===== config.mk =====
export PLATFORM = sky130hd
export DESIGN_NAME = aisl_top
export DESIGN_NICKNAME = d
export VERILOG_FILES = /design/src/include/aisl_pkg.sv /design/src/design/aisl_src_detect.sv /design/src/design/aisl_top.sv
export SDC_FILE = /design/constraint.sdc
export NUM_CORES = 1
export LEC_CHECK = 0
export BUFFER_PORTS_ARGS = -buffer_cell sky130_fd_sc_hd__buf_2
export CELL_PAD_IN_SITES_DETAIL_PLACEMENT = 1
export CELL_PAD_IN_SITES_GLOBAL_PLACEMENT = 2
export CORE_ASPECT_RATIO = 2
export CORE_MARGIN = 3
export CORE_UTILIZATION = 25
export CTS_CLUSTER_DIAMETER = 120
export CTS_CLUSTER_SIZE = 10
export DETAILED_ROUTE_END_ITERATION = 12
export PLACE_DENSITY_LB_ADDON = 0.1
export SETUP_SLACK_MARGIN = 0.1
export SLEW_MARGIN = 20
export SYNTH_ARGS = -nofsm -noshare
export SYNTH_HDL_FRONTEND = slang
export SYNTH_SLANG_ARGS = --single-unit
export TNS_END_PERCENT = 5

===== constraint.sdc =====
create_clock -name pclk -period 2.05 [get_ports pclk]
set_input_delay 0.41 -clock pclk [delete_from_list [all_inputs] [get_ports pclk]]
set_output_delay 0.41 -clock pclk [all_outputs]
set_load 0.005 [all_outputs]

===== src/include/aisl_pkg.sv =====
// Constants, field layout and mode codes of the event interrupt block.
package aisl_pkg;

    localparam int unsigned DATA_W = 8;

    // Register indices; the byte address is four times the index.
    localparam logic [5:0] IDX_POLARITY = 6'h0C;
    localparam logic [5:0] IDX_STATUS   = 6'h0D;
    localparam logic [5:0] IDX_MASK     = 6'h0E;
    localparam logic [5:0] IDX_MODE_HI  = 6'h0F;
    localparam logic [5:0] IDX_MODE_LO  = 6'h10;
    localparam logic [5:0] IDX_RAW      = 6'h11;

    // Bit positions of the three sources and of the polarity control.
    localparam int unsigned BIT_CONV_UNDER  = 0;
    localparam int unsigned BIT_CONV_OVER   = 1;
    localparam int unsigned BIT_CLOCK_FAULT = 3;
    localparam int unsigned BIT_POLARITY    = 0;

    // Bits that hold a source; all others are reserved and read zero.
    localparam logic [7:0] SRC_BITS = 8'h0B;

    // Values after reset.
    localparam logic [7:0] RST_STATUS   = 8'h00;
    localparam logic [7:0] RST_MASK     = 8'h00;
    localparam logic [7:0] RST_MODE     = 8'h00;
    localparam logic [7:0] RST_POLARITY = 8'h00;

    // Activation mode of one source.
    typedef enum logic [1:0] {
        MODE_RISE,
        MODE_FALL,
        MODE_LEVEL,
        MODE_RSVD
    } aisl_mode_type;

endpackage


===== src/design/aisl_src_detect.sv =====
// Per-source activation detector for the event interrupt block.
`timescale 1ns/1ns
module aisl_src_detect
    import aisl_pkg::*;
#(
    parameter int unsigned WIDTH = 8
) (
    input  wire logic             pclk,
    input  wire logic             presetn,
    input  wire logic [WIDTH-1:0] cond,
    input  wire logic [WIDTH-1:0] mode_hi,
    input  wire logic [WIDTH-1:0] mode_lo,
    output logic      [WIDTH-1:0] event_hit,
    output logic      [WIDTH-1:0] level_hit
);

    typedef struct packed {
        logic [WIDTH-1:0] prev;
    } aisl_det_state_type;

    aisl_det_state_type st_r;
    aisl_det_state_type st_nxt;

    always_comb begin
        st_nxt      = st_r;
        st_nxt.prev = cond;
    end

    always_ff @(posedge pclk or negedge presetn) begin
        if (!presetn) begin
            st_r <= '0;
        end else begin
            st_r <= st_nxt;
        end
    end

    // Each source decodes its own 2-bit code.
    for (genvar i = 0; i < WIDTH; i++) begin : g_src
        aisl_mode_type mode;
        assign mode = aisl_mode_type'({mode_hi[i], mode_lo[i]});
        always_comb begin
            event_hit[i] = 1'b0;
            level_hit[i] = 1'b0;
            unique case (mode)
                MODE_RISE: event_hit[i] = cond[i] & ~st_r.prev[i];
                MODE_FALL: event_hit[i] = ~cond[i] & st_r.prev[i];
                MODE_LEVEL: begin
                    event_hit[i] = cond[i];
                    level_hit[i] = cond[i];
                end
                MODE_RSVD: event_hit[i] = 1'b0;
            endcase
        end
    end

endmodule


===== src/design/aisl_top.sv =====
// APB register file and interrupt pin of the event interrupt block.
`timescale 1ns/1ns
module aisl_top
    import aisl_pkg::*;
#(
    parameter int unsigned ADDR_W = 8
) (
    input  wire logic              pclk,
    input  wire logic              presetn,
    input  wire logic              psel,
    input  wire logic              penable,
    input  wire logic              pwrite,
    input  wire logic [ADDR_W-1:0] paddr,
    input  wire logic [31:0]       pwdata,
    input  wire logic [3:0]        pstrb,
    output logic      [31:0]       prdata,
    output logic                   pready,
    output logic                   pslverr,
    input  wire logic              clock_fault_cond,
    input  wire logic              conv_over_cond,
    input  wire logic              conv_under_cond,
    output logic                   irq,
    output logic                   int_pin_out,
    output logic                   int_pin_oe
);

    typedef struct packed {
        logic [7:0]  status;
        logic [7:0]  mask;
        logic [7:0]  mode_hi;
        logic [7:0]  mode_lo;
        logic [7:0]  polarity;
        logic [7:0]  reported;
        logic        rd_status;
        logic [31:0] prdata;
        logic        pready;
        logic        pslverr;
        logic        irq;
        logic        pin_out;
        logic        pin_oe;
    } aisl_state_type;

    aisl_state_type st_r;
    aisl_state_type st_nxt;

    logic [7:0] cond;
    logic [7:0] event_hit;
    logic [7:0] level_hit;

    // Live conditions placed at their status positions.
    always_comb begin
        cond                  = 8'h00;
        cond[BIT_CLOCK_FAULT] = clock_fault_cond;
        cond[BIT_CONV_OVER]   = conv_over_cond;
        cond[BIT_CONV_UNDER]  = conv_under_cond;
    end

    aisl_src_detect #(
        .WIDTH (8)
    ) u_detect (
        .pclk      (pclk),
        .presetn   (presetn),
        .cond      (cond),
        .mode_hi   (st_r.mode_hi),
        .mode_lo   (st_r.mode_lo),
        .event_hit (event_hit),
        .level_hit (level_hit)
    );

    // Bus decode.
    logic [5:0] idx;
    logic       addr_ok;
    logic       setup_ok;
    logic       access;
    logic       done;
    logic       wr_lane;

    always_comb begin
        idx      = paddr[7:2];
        addr_ok  = (paddr[1:0] == 2'h0);
        if (ADDR_W > 8) begin
            addr_ok = addr_ok && ((paddr >> 8) == '0);
        end
        access   = psel && penable && !st_r.pready;
        done     = psel && penable && st_r.pready;
        setup_ok = 1'b0;
        unique case (idx)
            IDX_POLARITY: setup_ok = addr_ok;
            IDX_STATUS:   setup_ok = addr_ok;
            IDX_MASK:     setup_ok = addr_ok;
            IDX_MODE_HI:  setup_ok = addr_ok;
            IDX_MODE_LO:  setup_ok = addr_ok;
            IDX_RAW:      setup_ok = addr_ok;
            default:      setup_ok = 1'b0;
        endcase
        wr_lane = pstrb[0];
    end

    // Read value of the selected register.
    logic [7:0] rd_val;

    always_comb begin
        rd_val = 8'h00;
        unique case (idx)
            IDX_POLARITY: rd_val = st_r.polarity;
            IDX_STATUS:   rd_val = st_r.status;
            IDX_MASK:     rd_val = st_r.mask;
            IDX_MODE_HI:  rd_val = st_r.mode_hi;
            IDX_MODE_LO:  rd_val = st_r.mode_lo;
            IDX_RAW:      rd_val = cond;
            default:      rd_val = 8'h00;
        endcase
    end

    // Next state.
    logic [7:0] gated_hit;
    logic [7:0] cleared;
    logic       any_level;
    logic       irq_nxt;

    always_comb begin
        st_nxt = st_r;

        // Answer one cycle into the access phase.
        st_nxt.pready  = access;
        st_nxt.pslverr = 1'b0;
        st_nxt.rd_status = 1'b0;
        if (access) begin
            st_nxt.pslverr = !setup_ok;
            st_nxt.prdata  = 32'h0000_0000;
            if (!pwrite && setup_ok) begin
                st_nxt.prdata[7:0] = rd_val;
            end
            if (!pwrite && setup_ok && idx == IDX_STATUS) begin
                st_nxt.rd_status = 1'b1;
                st_nxt.reported  = st_r.status;
            end
        end else if (!psel) begin
            st_nxt.prdata = 32'h0000_0000;
        end

        // Writes take effect at the edge that completes the transfer.
        if (done && pwrite && setup_ok && wr_lane) begin
            unique case (idx)
                IDX_POLARITY: begin
                    st_nxt.polarity = 8'h00;
                    st_nxt.polarity[BIT_POLARITY] = pwdata[BIT_POLARITY];
                end
                IDX_MASK:    st_nxt.mask    = pwdata[7:0] & SRC_BITS;
                IDX_MODE_HI: st_nxt.mode_hi = pwdata[7:0] & SRC_BITS;
                IDX_MODE_LO: st_nxt.mode_lo = pwdata[7:0] & SRC_BITS;
                default: begin
                end
            endcase
        end

        // Read clears only what was reported.
        cleared = st_r.status;
        if (done && st_r.rd_status) begin
            cleared = st_r.status & ~st_r.reported;
        end

        gated_hit = event_hit & st_r.mask;

        // Masked sources dropped; set wins over clear.
        st_nxt.status = (cleared | gated_hit) & st_nxt.mask & SRC_BITS;

        any_level = |(level_hit & st_r.mask);

        irq_nxt    = (|st_nxt.status) || any_level;
        st_nxt.irq = irq_nxt;

        if (st_nxt.polarity[BIT_POLARITY]) begin
            st_nxt.pin_out = irq_nxt;
            st_nxt.pin_oe  = 1'b1;
        end else begin
            st_nxt.pin_out = 1'b0;
            st_nxt.pin_oe  = irq_nxt;
        end
    end

    always_ff @(posedge pclk or negedge presetn) begin
        if (!presetn) begin
            st_r          <= '0;
            st_r.status   <= RST_STATUS;
            st_r.mask     <= RST_MASK;
            st_r.mode_hi  <= RST_MODE;
            st_r.mode_lo  <= RST_MODE;
            st_r.polarity <= RST_POLARITY;
        end else begin
            st_r <= st_nxt;
        end
    end

    assign prdata      = st_r.prdata;
    assign pready      = st_r.pready;
    assign pslverr     = st_r.pslverr;
    assign irq         = st_r.irq;
    assign int_pin_out = st_r.pin_out;
    assign int_pin_oe  = st_r.pin_oe;

endmodule


==> metrics.txt, run 1 <==
area share of the largest cell type after synthesis=0.4262; Die Ht=120.7 um; Clock transition at path regs=0.07 ns; Root Buffer Master=clkbuf_16; Ports=89; DRC Markers=0; Avg Inst Size Synth=10.54 um^2; Syn Std Cell Area=1644 um^2; CTS Buffer Depth=2; DIE AREA=7644 um^2; Die X=63.34 um; GPL Wtd Cong=0.7566; num rows=41; Peak VDD IR=~290 uV; vias=roughly 1300; Post-Layout Inst Area=2112 um^2; top cells by area, synth=dfrtp_1, buf_4, mux2_2; cts bufs inserted=3; CTS tree=built; antenna fix cells=0; initial core utilization=0.2585; most frequent cell after synthesis=buf_4; first-pass GRT wire length=7.493 mm; antenna violations before repair=0; pwr dens=601.7 nW/um^2; DP HPWL=3.804 mm; GRT Util Overall=0.1285; Slew HR=0.5556; routed wire length=slightly below 5 mm; Buffers on Ports=27; post-synthesis register bit count=28; synth unique cells=37; sequential element share of the synthesized area=0.4262; number of synthesized flops with an enable pin=0; ratio of cells with drive above 1 in the final layout=0.4000; failing checks=negative setup slack; Core Region=6361 um^2; wire length per cell=~17 um; skew final=0.007987 ns; Initial DRC Count=46; nets@finish=258; final setup vio count=4; Synth Flop Type=dfrtp_1; Via density=~4.5; CTS sink cnt=28; Tmin final=2.091 ns; Hold Crit Class=input pin to asynchronous set/reset pin; clk_lat worst skew=0.27 ns; Layout area overhead=28.46%; critical path class=input pin to register; measured slew at the worst slew-check pin=0.6666 ns; Critical Path RT=2.20 ns; antenna-violating nets left=0; Synth top cells by count=buf_4, dfrtp_1, inv_1, mux2_2, nand3_1; crit-path max FO=2; outcome=complete, but fails checks; Pleak=1.040 nW; vias in the first global route=roughly 1400; hold slack=0.1694 ns; fin crit share=1.020; Max Clock Freq=0.4782 GHz; max_cap viols=0; Setup WS post-layout=-0.04101 ns; post-synth top area cell=dfrtp_1; final hold vios=0; post-synthesis cell count=156; largest net degree at the start of global routing=29; CTS H-Tree Depth=1; Final Util=0.3320; Yosys warning total=0; share of synthesized registers carrying an async set or reset=1.000; Startpoint Class=input pin; nature of the critical path endpoint=register; TritonRoute pass-1 iters=4; remaining global-route overflow=0; RSZ-0062 raised after global routing=true; Worst Path Arrival=2.25 ns; Final Max Tran Viols=0; cts hold-fix bufs=0; dpl cell area=1917 um^2
-- report_power, final --
group | switching, mW | internal [mW]
registers | 0.00182 | 0.557
logic | 0.0701 | 0.0486
clock network | 0.203 | 0.390
total | 0.275 | 0.996
-- final timing paths --
check | from | cells after the start | endpoint | slack, ns
hold / removal | presetn | 1 | st_r[38]$_DFFE_PN0P_ | 0.17
max in group asynchronous | presetn | 1 | st_r[81]$_DFF_PN0_ | 1.45
min in group pclk | conv_under_cond | 1 | u_detect.st_r[0]$_DFF_PN0_ | 0.28
setup / recovery | paddr[4] | 7 | st_r[39]$_DFFE_PN0P_ | -0.04
hold reg to reg | st_r[39]$_DFFE_PN0P_ | 1 | st_r[39]$_DFFE_PN0P_ | 0.51
setup reg to reg | pready$_DFF_PN0_ | 7 | int_pin_oe$_DFF_PN0_ | 0.20
-- cell type report --
cell class	count	area (um^2)
clock inverter	1	30.03
inverter	10	37.54
sequential	28	700.7
multi-input combinational	110	814.5
clock buffer	3	75.07
fill	768	4249
timing repair buffer	53	346.6
tap	86	107.6
-- cell usage in the layout, fill, tap and decap left out, types with 2 or more instances in the layout --
cell type  count
inv_1         10
o311ai_0       3
buf_4         25
a222oi_1       2
nor2_1         5
a221oi_1       2
and3_4         2
nand3_1        7
nand3b_1       2
mux2_4         9
buf_2         25
dfrtp_1       28
a31oi_1        3
nand2_1        4
o21ai_0        6
a22oi_1        2
mux2_2         3
o221ai_2       2
nand2b_1       4
conb_1        29
a32o_1         3
nand4_1        2
clkbuf_16      3
nor2b_1        3
buf_6          3
-- metrics by stage --
stage          setup TNS, ns  total power, mW  instances  setup slack [ns]
6_report            -0.08782            1.271        291          -0.04101
3_3_place_gp          -5.015           0.6790        286           -0.3792
4_1_cts              -0.1790            1.287        291          -0.05143
5_1_grt              -0.4863            1.330        291          -0.09136
2_1_floorplan         -1.086           0.6493        184           -0.2839
3_5_place_dp          -5.134           0.6840        286           -0.3837
-- routing by layer --
layer / track usage / wire length [um]
met5: 0 / 0
met4: 0.05277 / 62
met3: 0.01673 / 157
met2: 0.2593 / 2891
met1: 0.1249 / 1709
-- sequential cells by signal, summed over array words and instances, names as in the netlist --
name           flops
int_pin_oe         1
int_pin_out        1
irq                1
prdata             3
pready             1
pslverr            1
st_r              17
u_detect.st_r      3
-- what timing repair did --
item,4_1_cts,5_1_grt
buffers inserted,1,0
resized for setup,9,11
endpoints found under the setup margin,14,15
pin swaps,3,2
-- logic make-up after synthesis --
kind of cell | share of synthesized area
simple gates | 0.1560
buf+inv | 0.1826
compound gates | 0.1317
mux | 0.1012
other cells | 0.002281
flops | 0.4262
-- critical path, stage by stage --
cell and delay, ns:
buf_6 0.09, or4b_4 0.54, a2111oi_4 0.33, nor3b_4 0.25
and3_4 0.22, buf_4 0.12, mux2_4 0.29
No activity file was read; power rests on OpenSTA's default activity.
==> run 2, diff against run 1 <==
ABC_AREA = 1   (was default)
CORE_UTILIZATION = 23   (was 25)
GPL_TIMING_DRIVEN = 0   (was default)
==> metrics.txt, run 2 <==
final setup vio count=0 (was 4); ratio of cells with drive above 1 in the final layout=0.2960 (was 0.4000); FF-to-FF setup slack=0.40 ns (was 0.20 ns); Pleak=1.182 nW (was 1.040 nW); antenna fix cells=0 (unchanged); FF-to-FF End=int_pin_oe$_DFF_PN0_ (unchanged); Yosys warning total=0 (unchanged); skew final=0.007667 ns (was 0.007987 ns); critical path class=register to register (was input pin to register); nets@finish=330 (was 258); post-cts resize count=0 (was 9); reg2reg start=pready$_DFF_PN0_ (unchanged); outcome=finished, final reports clean (was complete, but fails checks); pwr dens=598.3 nW/um^2 (was 601.7 nW/um^2); Worst Path Arrival=1.80 ns (was 2.25 ns); Biggest register=st_r (unchanged); setup TNS=0 ns (was -0.08782 ns); sequential element share of the synthesized area=0.4160 (was 0.4262); slowest CP cell=dfrtp_1 (was or4b_4); Core Region=7048 um^2 (was 6361 um^2); measured slew at the worst slew-check pin=0.6581 ns (was 0.6666 ns); Die X=66.51 um (was 63.34 um); Max Clock Freq=0.6050 GHz (was 0.4782 GHz); first-pass GRT wire length=7.396 mm (was 7.493 mm); initial core utilization=0.2389 (was 0.2585); Slew HR=0.5612 (was 0.5556); Avg Inst Size Synth=7.725 um^2 (was 10.54 um^2); DP HPWL=3.911 mm (was 3.804 mm); CTS sink cnt=28 (unchanged); Clock transition at path regs=0.07 ns (about the same); cts bufs inserted=3 (unchanged); fin crit share=0.8063 (was 1.020); num rows=43 (was 41); Startpoint Class=register (was input pin); GPL Wtd Cong=0.7095 (was 0.7566); vias in the first global route=1503 (was 1440); DRC Markers=0 (unchanged); TritonRoute pass-1 iters=3 (was 4); DIE AREA=8447 um^2 (was 7644 um^2); Die Ht=127.0 um (was 120.7 um); remaining global-route overflow=0 (unchanged); wire length per cell=12.49 um (was 16.57 um); post-synth top area cell=dfrtp_1 (unchanged); Root Buffer Master=clkbuf_16 (unchanged); share of synthesized registers carrying an async set or reset=1.000 (unchanged); routed wire length=4.583 mm (was 4.821 mm); most frequent cells in the layout=nand2_1, buf_4, inv_1 (was conb_1, dfrtp_1, buf_2, buf_4, inv_1); Ports=89 (unchanged); Final Util=0.3039 (was 0.3320); most frequent CP cell=nand3_1; Buffers on Ports=27 (unchanged); post-synthesis register bit count=28 (unchanged); Layout area overhead=27.19% (was 28.46%); most frequent cell after synthesis=nand2_1 (was buf_4); max_cap viols=0 (unchanged); CTS Buffer Depth=2 (unchanged); vias=1478 (was 1317); Initial DRC Count=32 (was 46); Hold Crit Class=input pin to asynchronous set/reset pin (unchanged); area share of the largest cell type after synthesis=0.4160 (was 0.4262); CTS tree=built (unchanged); R2R depth=9 (was 7); cts hold-fix bufs=0 (unchanged); CP max stage delay=0.36 ns (was 0.54 ns); GRT Util Overall=0.1191 (was 0.1285); Critical Path RT=2.20 ns (about the same); nature of the critical path endpoint=register (unchanged); max FFs per register=17 (unchanged); critical path, cell by cell=nand3_1, nor2_2, nand3_2, clkinv_2, nand2_1, nand3_1, nand3_1, nor2_2, nand2_1 (was buf_6, or4b_4, a2111oi_4, nor3b_4, and3_4, buf_4, mux2_4); largest net degree at the start of global routing=29 (unchanged); Syn Std Cell Area=1684 um^2 (was 1644 um^2); RSZ-0062 raised after global routing=false (was true); Synth top cells by count=nand2_1, buf_4, inv_1, dfrtp_1, nor2_1 (was buf_4, dfrtp_1, inv_1, mux2_2, nand3_1); post-CTS setup buffer count=0 (was 1); antenna-violating nets left=0 (unchanged); most common cell after layout, fill and taps aside=nand2_1 (was conb_1); final hold vios=0 (unchanged); WP buf/inv=1 (was 2); CTS H-Tree Depth=1 (unchanged); Final Max Tran Viols=0 (unchanged); Synth Flop Type=dfrtp_1 (unchanged); Peak VDD IR=257.9 uV (was 288.6 uV); post-synthesis cell count=218 (was 156); synth unique cells=26 (was 37); crit-path max FO=5 (was 2); number of synthesized flops with an enable pin=0 (unchanged); top cells by area, synth=dfrtp_1, buf_4, nand2_1 (was dfrtp_1, buf_4, mux2_2); Via density=4.027 (was 4.526); antenna violations before repair=0 (unchanged); clk_lat worst skew=0.27 ns (about the same); Tmin final=1.653 ns (was 2.091 ns); Top delay family on crit path=simple AND/OR/NAND/NOR gates (unchanged)
-- run 2: cell types whose count changed after synthesis, moves of 4 or more --
cell and delta:
nor2_2 +6, inv_1 +21, a21oi_1 +5, mux2_2 -9
nand2b_1 -4, a31oi_1 -4, nor2_1 +10, nand2_1 +46
-- run 2: final cells by class --
type	count	area, um^2
fill	892	4906
multi-input combinational	150	710.7
sequential	28	700.7
buffer	32	240.2
inverter	36	137.6
timing repair buffer	27	135.1
tap	90	112.6
clock buffer	3	75.07
clock inverter	1	30.03
-- run 2: worst max-delay path by stage --
stage                                start                    end  slack [ns]  depth (start not counted)
final                     pready$_DFF_PN0_   int_pin_oe$_DFF_PN0_        0.40                          9
after global routing      pready$_DFF_PN0_  int_pin_out$_DFF_PN0_        0.25                          9
after CTS                 pready$_DFF_PN0_   int_pin_oe$_DFF_PN0_        0.27                          9
after detailed placement              psel   int_pin_oe$_DFF_PN0_        0.08                         10
after global placement                psel   int_pin_oe$_DFF_PN0_        0.06                         10
after floorplan                   paddr[7]   int_pin_oe$_DFF_PN0_        0.63                         10
-- run 2: cell families after synthesis --
kind of cell | share of synthesized area
buffers and inverters | 0.2244
AOI/OAI and AO/OA | 0.09658
DFF | 0.4160
other | 0.002227
and+or+nand+nor | 0.2608
-- run 2: per-layer routing --
layer	GRT usage	share of wire
met5	0	0
met4	0.05749	0.028
met3	0.01319	0.043
met2	0.2320	0.59
met1	0.1175	0.34
-- run 2: metrics by stage --
step | hold WS, ns | instances | worst slack [ns] | total power [mW] | instance area, um^2
after floorplan | 0.1144 | 246 | 0.6260 | 0.6543 | 1789
after global placement | 0.4374 | 363 | 0.06056 | 0.7029 | 2037
after detailed placement | 0.4488 | 363 | 0.08070 | 0.7040 | 2037
after CTS | 0.1991 | 367 | 0.2698 | 1.303 | 2142
after global routing | 0.2350 | 367 | 0.2479 | 1.351 | 2142
final | 0.1673 | 367 | 0.3970 | 1.282 | 2142
-- run 2: where the power goes --
part / internal [mW] / switching [mW]
clock: 0.389 / 0.200
combinational: 0.0612 / 0.0720
sequential: 0.557 / 0.00205
==> run 3, diff against run 2 <==
ABC_AREA = 0   (was 1)
clock period = 1.5 ns   (was 2.05 ns; I/O delays follow)
==> metrics.txt, run 3 (synthesis results as in run 1) <==
outcome=complete, but fails checks (was finished, final reports clean); failing checks=negative setup slack; Setup WS post-layout=-0.5249 ns (was 0.3970 ns); Critical Path RT=1.66 ns (was 2.20 ns); critical path class=input pin to register (was register to register); fill count=804 (was 892); CP max stage delay=0.55 ns (was 0.36 ns); Hold Crit Class=input pin to asynchronous set/reset pin (unchanged); Core Region=6940 um^2 (was 7048 um^2); Ports=89 (unchanged); RSZ-0062 raised after global routing=true (was false); Tmin final=about 2.0 ns; vias=1326 (was 1478); final setup vio count=23 (was 0); CTS sink cnt=28 (unchanged); setup TNS=-7.792 ns (was 0 ns); max_cap viols=0 (unchanged); Slew HR=0.4732 (was 0.5612); ratio of cells with drive above 1 in the final layout=0.4500 (was 0.2960); Die Ht=125.6 um (was 127.0 um); cts bufs inserted=3 (unchanged); Worst Path Arrival=2.18 ns (was 1.80 ns); Peak VDD IR=336.4 uV (was 257.9 uV); Via density=4.277 (was 4.027); Layout area overhead=38.74% (was 27.19%); GRT Util Overall=0.1239 (was 0.1191); skew final=0.002079 ns (was 0.007667 ns); DP HPWL=3.744 mm (was 3.911 mm); nets@finish=273 (was 330); critical path, cell by cell=buf_8, or4b_4, a2111oi_4, nor3b_4, and3_1, buf_6, mux2_4 (was nand3_1, nor2_2, nand3_2, clkinv_2, nand2_1, nand3_1, nand3_1, nor2_2, nand2_1); most frequent cells in the layout=buf_4, conb_1, dfrtp_1 (was nand2_1, buf_4, inv_1); nature of the critical path endpoint=register (unchanged); fin crit share=1.350; Final Max Tran Viols=0 (unchanged); max FFs per register=17 (unchanged); clk_lat worst skew=0.27 ns (about the same); antenna violations before repair=0 (unchanged); wire length per cell=15.28 um (was 12.49 um); antenna-violating nets left=0 (unchanged); TritonRoute pass-1 iters=4 (was 3); routed wire length=4.737 mm (was 4.583 mm); Final Util=0.3286 (was 0.3039); first-pass GRT wire length=7.652 mm (was 7.396 mm); Die X=65.79 um (was 66.51 um); largest net degree at the start of global routing=29 (unchanged); CTS Buffer Depth=2 (unchanged); Biggest register=st_r (unchanged); Pleak=1.139 nW (was 1.182 nW); met1 Usage GRT=0.1158 (was 0.1175); final hold vios=0 (unchanged); met3 Use GR=0.01797 (was 0.01319); antenna fix cells=0 (unchanged); num rows=43 (unchanged); busiest metal layer after global routing=met2 (unchanged); CTS H-Tree Depth=1 (unchanged); DRC Markers=0 (unchanged); Root Buffer Master=clkbuf_16 (unchanged); vias in the first global route=1474 (was 1503); Max Clock Freq=about 0.5 GHz; Startpoint Class=input pin (was register); measured slew at the worst slew-check pin=0.7836 ns (was 0.6581 ns); met2 GRT Util=0.2503 (was 0.2320); cts hold-fix bufs=0 (unchanged); DIE AREA=8260 um^2 (was 8447 um^2); remaining global-route overflow=0 (unchanged); GPL Wtd Cong=0.7693 (was 0.7095); Initial DRC Count=66 (was 32); initial core utilization=0.2369 (was 0.2389); most common cell after layout, fill and taps aside=buf_4 (was nand2_1); slowest CP cell=or4b_4 (was dfrtp_1); Setup WS pre-CTS=-1.164 ns (was 0.08070 ns); Buffers on Ports=26 (was 27); crit-path max FO=4 (was 5); Clock transition at path regs=0.07 ns (about the same); pwr dens=727.9 nW/um^2 (was 598.3 nW/um^2); CTS tree=built (unchanged)
==> run 3: cell types whose count changed in the layout (fill, tap and decap cells not counted), sizes merged, moves of 4 or more <==
cell    delta
a21oi      -6
a31oi      +4
buf        +6
clkbuf     +4
inv       -24
mux2      +12
nand2     -49
nand2b     +4
nand3      -4
nor2      -16
o21ai      -6
==> run 3: critical path: cells and delay by family <==
family	cells	cell delay [ns]
AO/OA/AOI/OAI	1	0.34
buffers and inverters	2	0.21
multiplexers	1	0.29
AND/OR/NAND/NOR	3	1.03
==> run 3: path summary, 6_finish.rpt <==
path	start	endpoint	slack, ns	depth (start not counted)
max in group asynchronous	presetn	pslverr$_DFF_PN0_	1.01	1
min reg2reg	st_r[38]$_DFFE_PN0P_	st_r[38]$_DFFE_PN0P_	0.53	1
min	presetn	st_r[39]$_DFFE_PN0P_	0.06	1
min in group pclk	clock_fault_cond	u_detect.st_r[3]$_DFF_PN0_	0.17	1
max reg2reg	pready$_DFF_PN0_	st_r[41]$_DFFE_PN0P_	-0.38	6
max	paddr[3]	st_r[41]$_DFFE_PN0P_	-0.52	7
==> run 3: final cells by class <==
cell class	instances	area, um^2	area share
Multi-Input combinational cell	110	870.8	0.3818
Sequential cell	28	700.7	0.3072
Buffer	36	272.8	0.1196
Timing Repair Buffer	32	197.7	0.08667
Tap cell	90	112.6	0.04937
Clock buffer	4	88.84	0.03895
Inverter	10	37.54	0.01646
==> run 3: what timing repair did <==
item | 4_1_cts | 5_1_grt
setup endpoints to repair | 24 | 24
setup buffers | 4 | 2
gates cloned | 0 | 0
resized for setup | 23 | 11
pin swaps | 4 | 3
==> run 3: layer usage <==
layer / vias to the layer above / wire [um]
met5: - / 0
met4: 0 / 86
met3: 6 / 147
met2: 28 / 3020
met1: 664 / 1483
li1: 628 / -
==> run 3: where the power goes <==
part           switching, mW  internal, mW  total, mW  leakage (nW)
clock                  0.279         0.410      0.690        0.0442
sequential           0.00334         0.762      0.765         0.383
combinational          0.107        0.0990      0.206         0.712
total                  0.390          1.27       1.66          1.14
==> run 3: metrics by stage <==
step                      instance area, um^2  cells  power (mW)  hold slack, ns
after floorplan                          1749    184      0.8874        0.004409
after global placement                   1992    300      0.9559          0.3644
after detailed placement                 1998    300      0.9603          0.3775
after CTS                                2218    308       1.665         0.08168
after global routing                     2281    310       1.733          0.1143
final                                    2281    310       1.660         0.05630
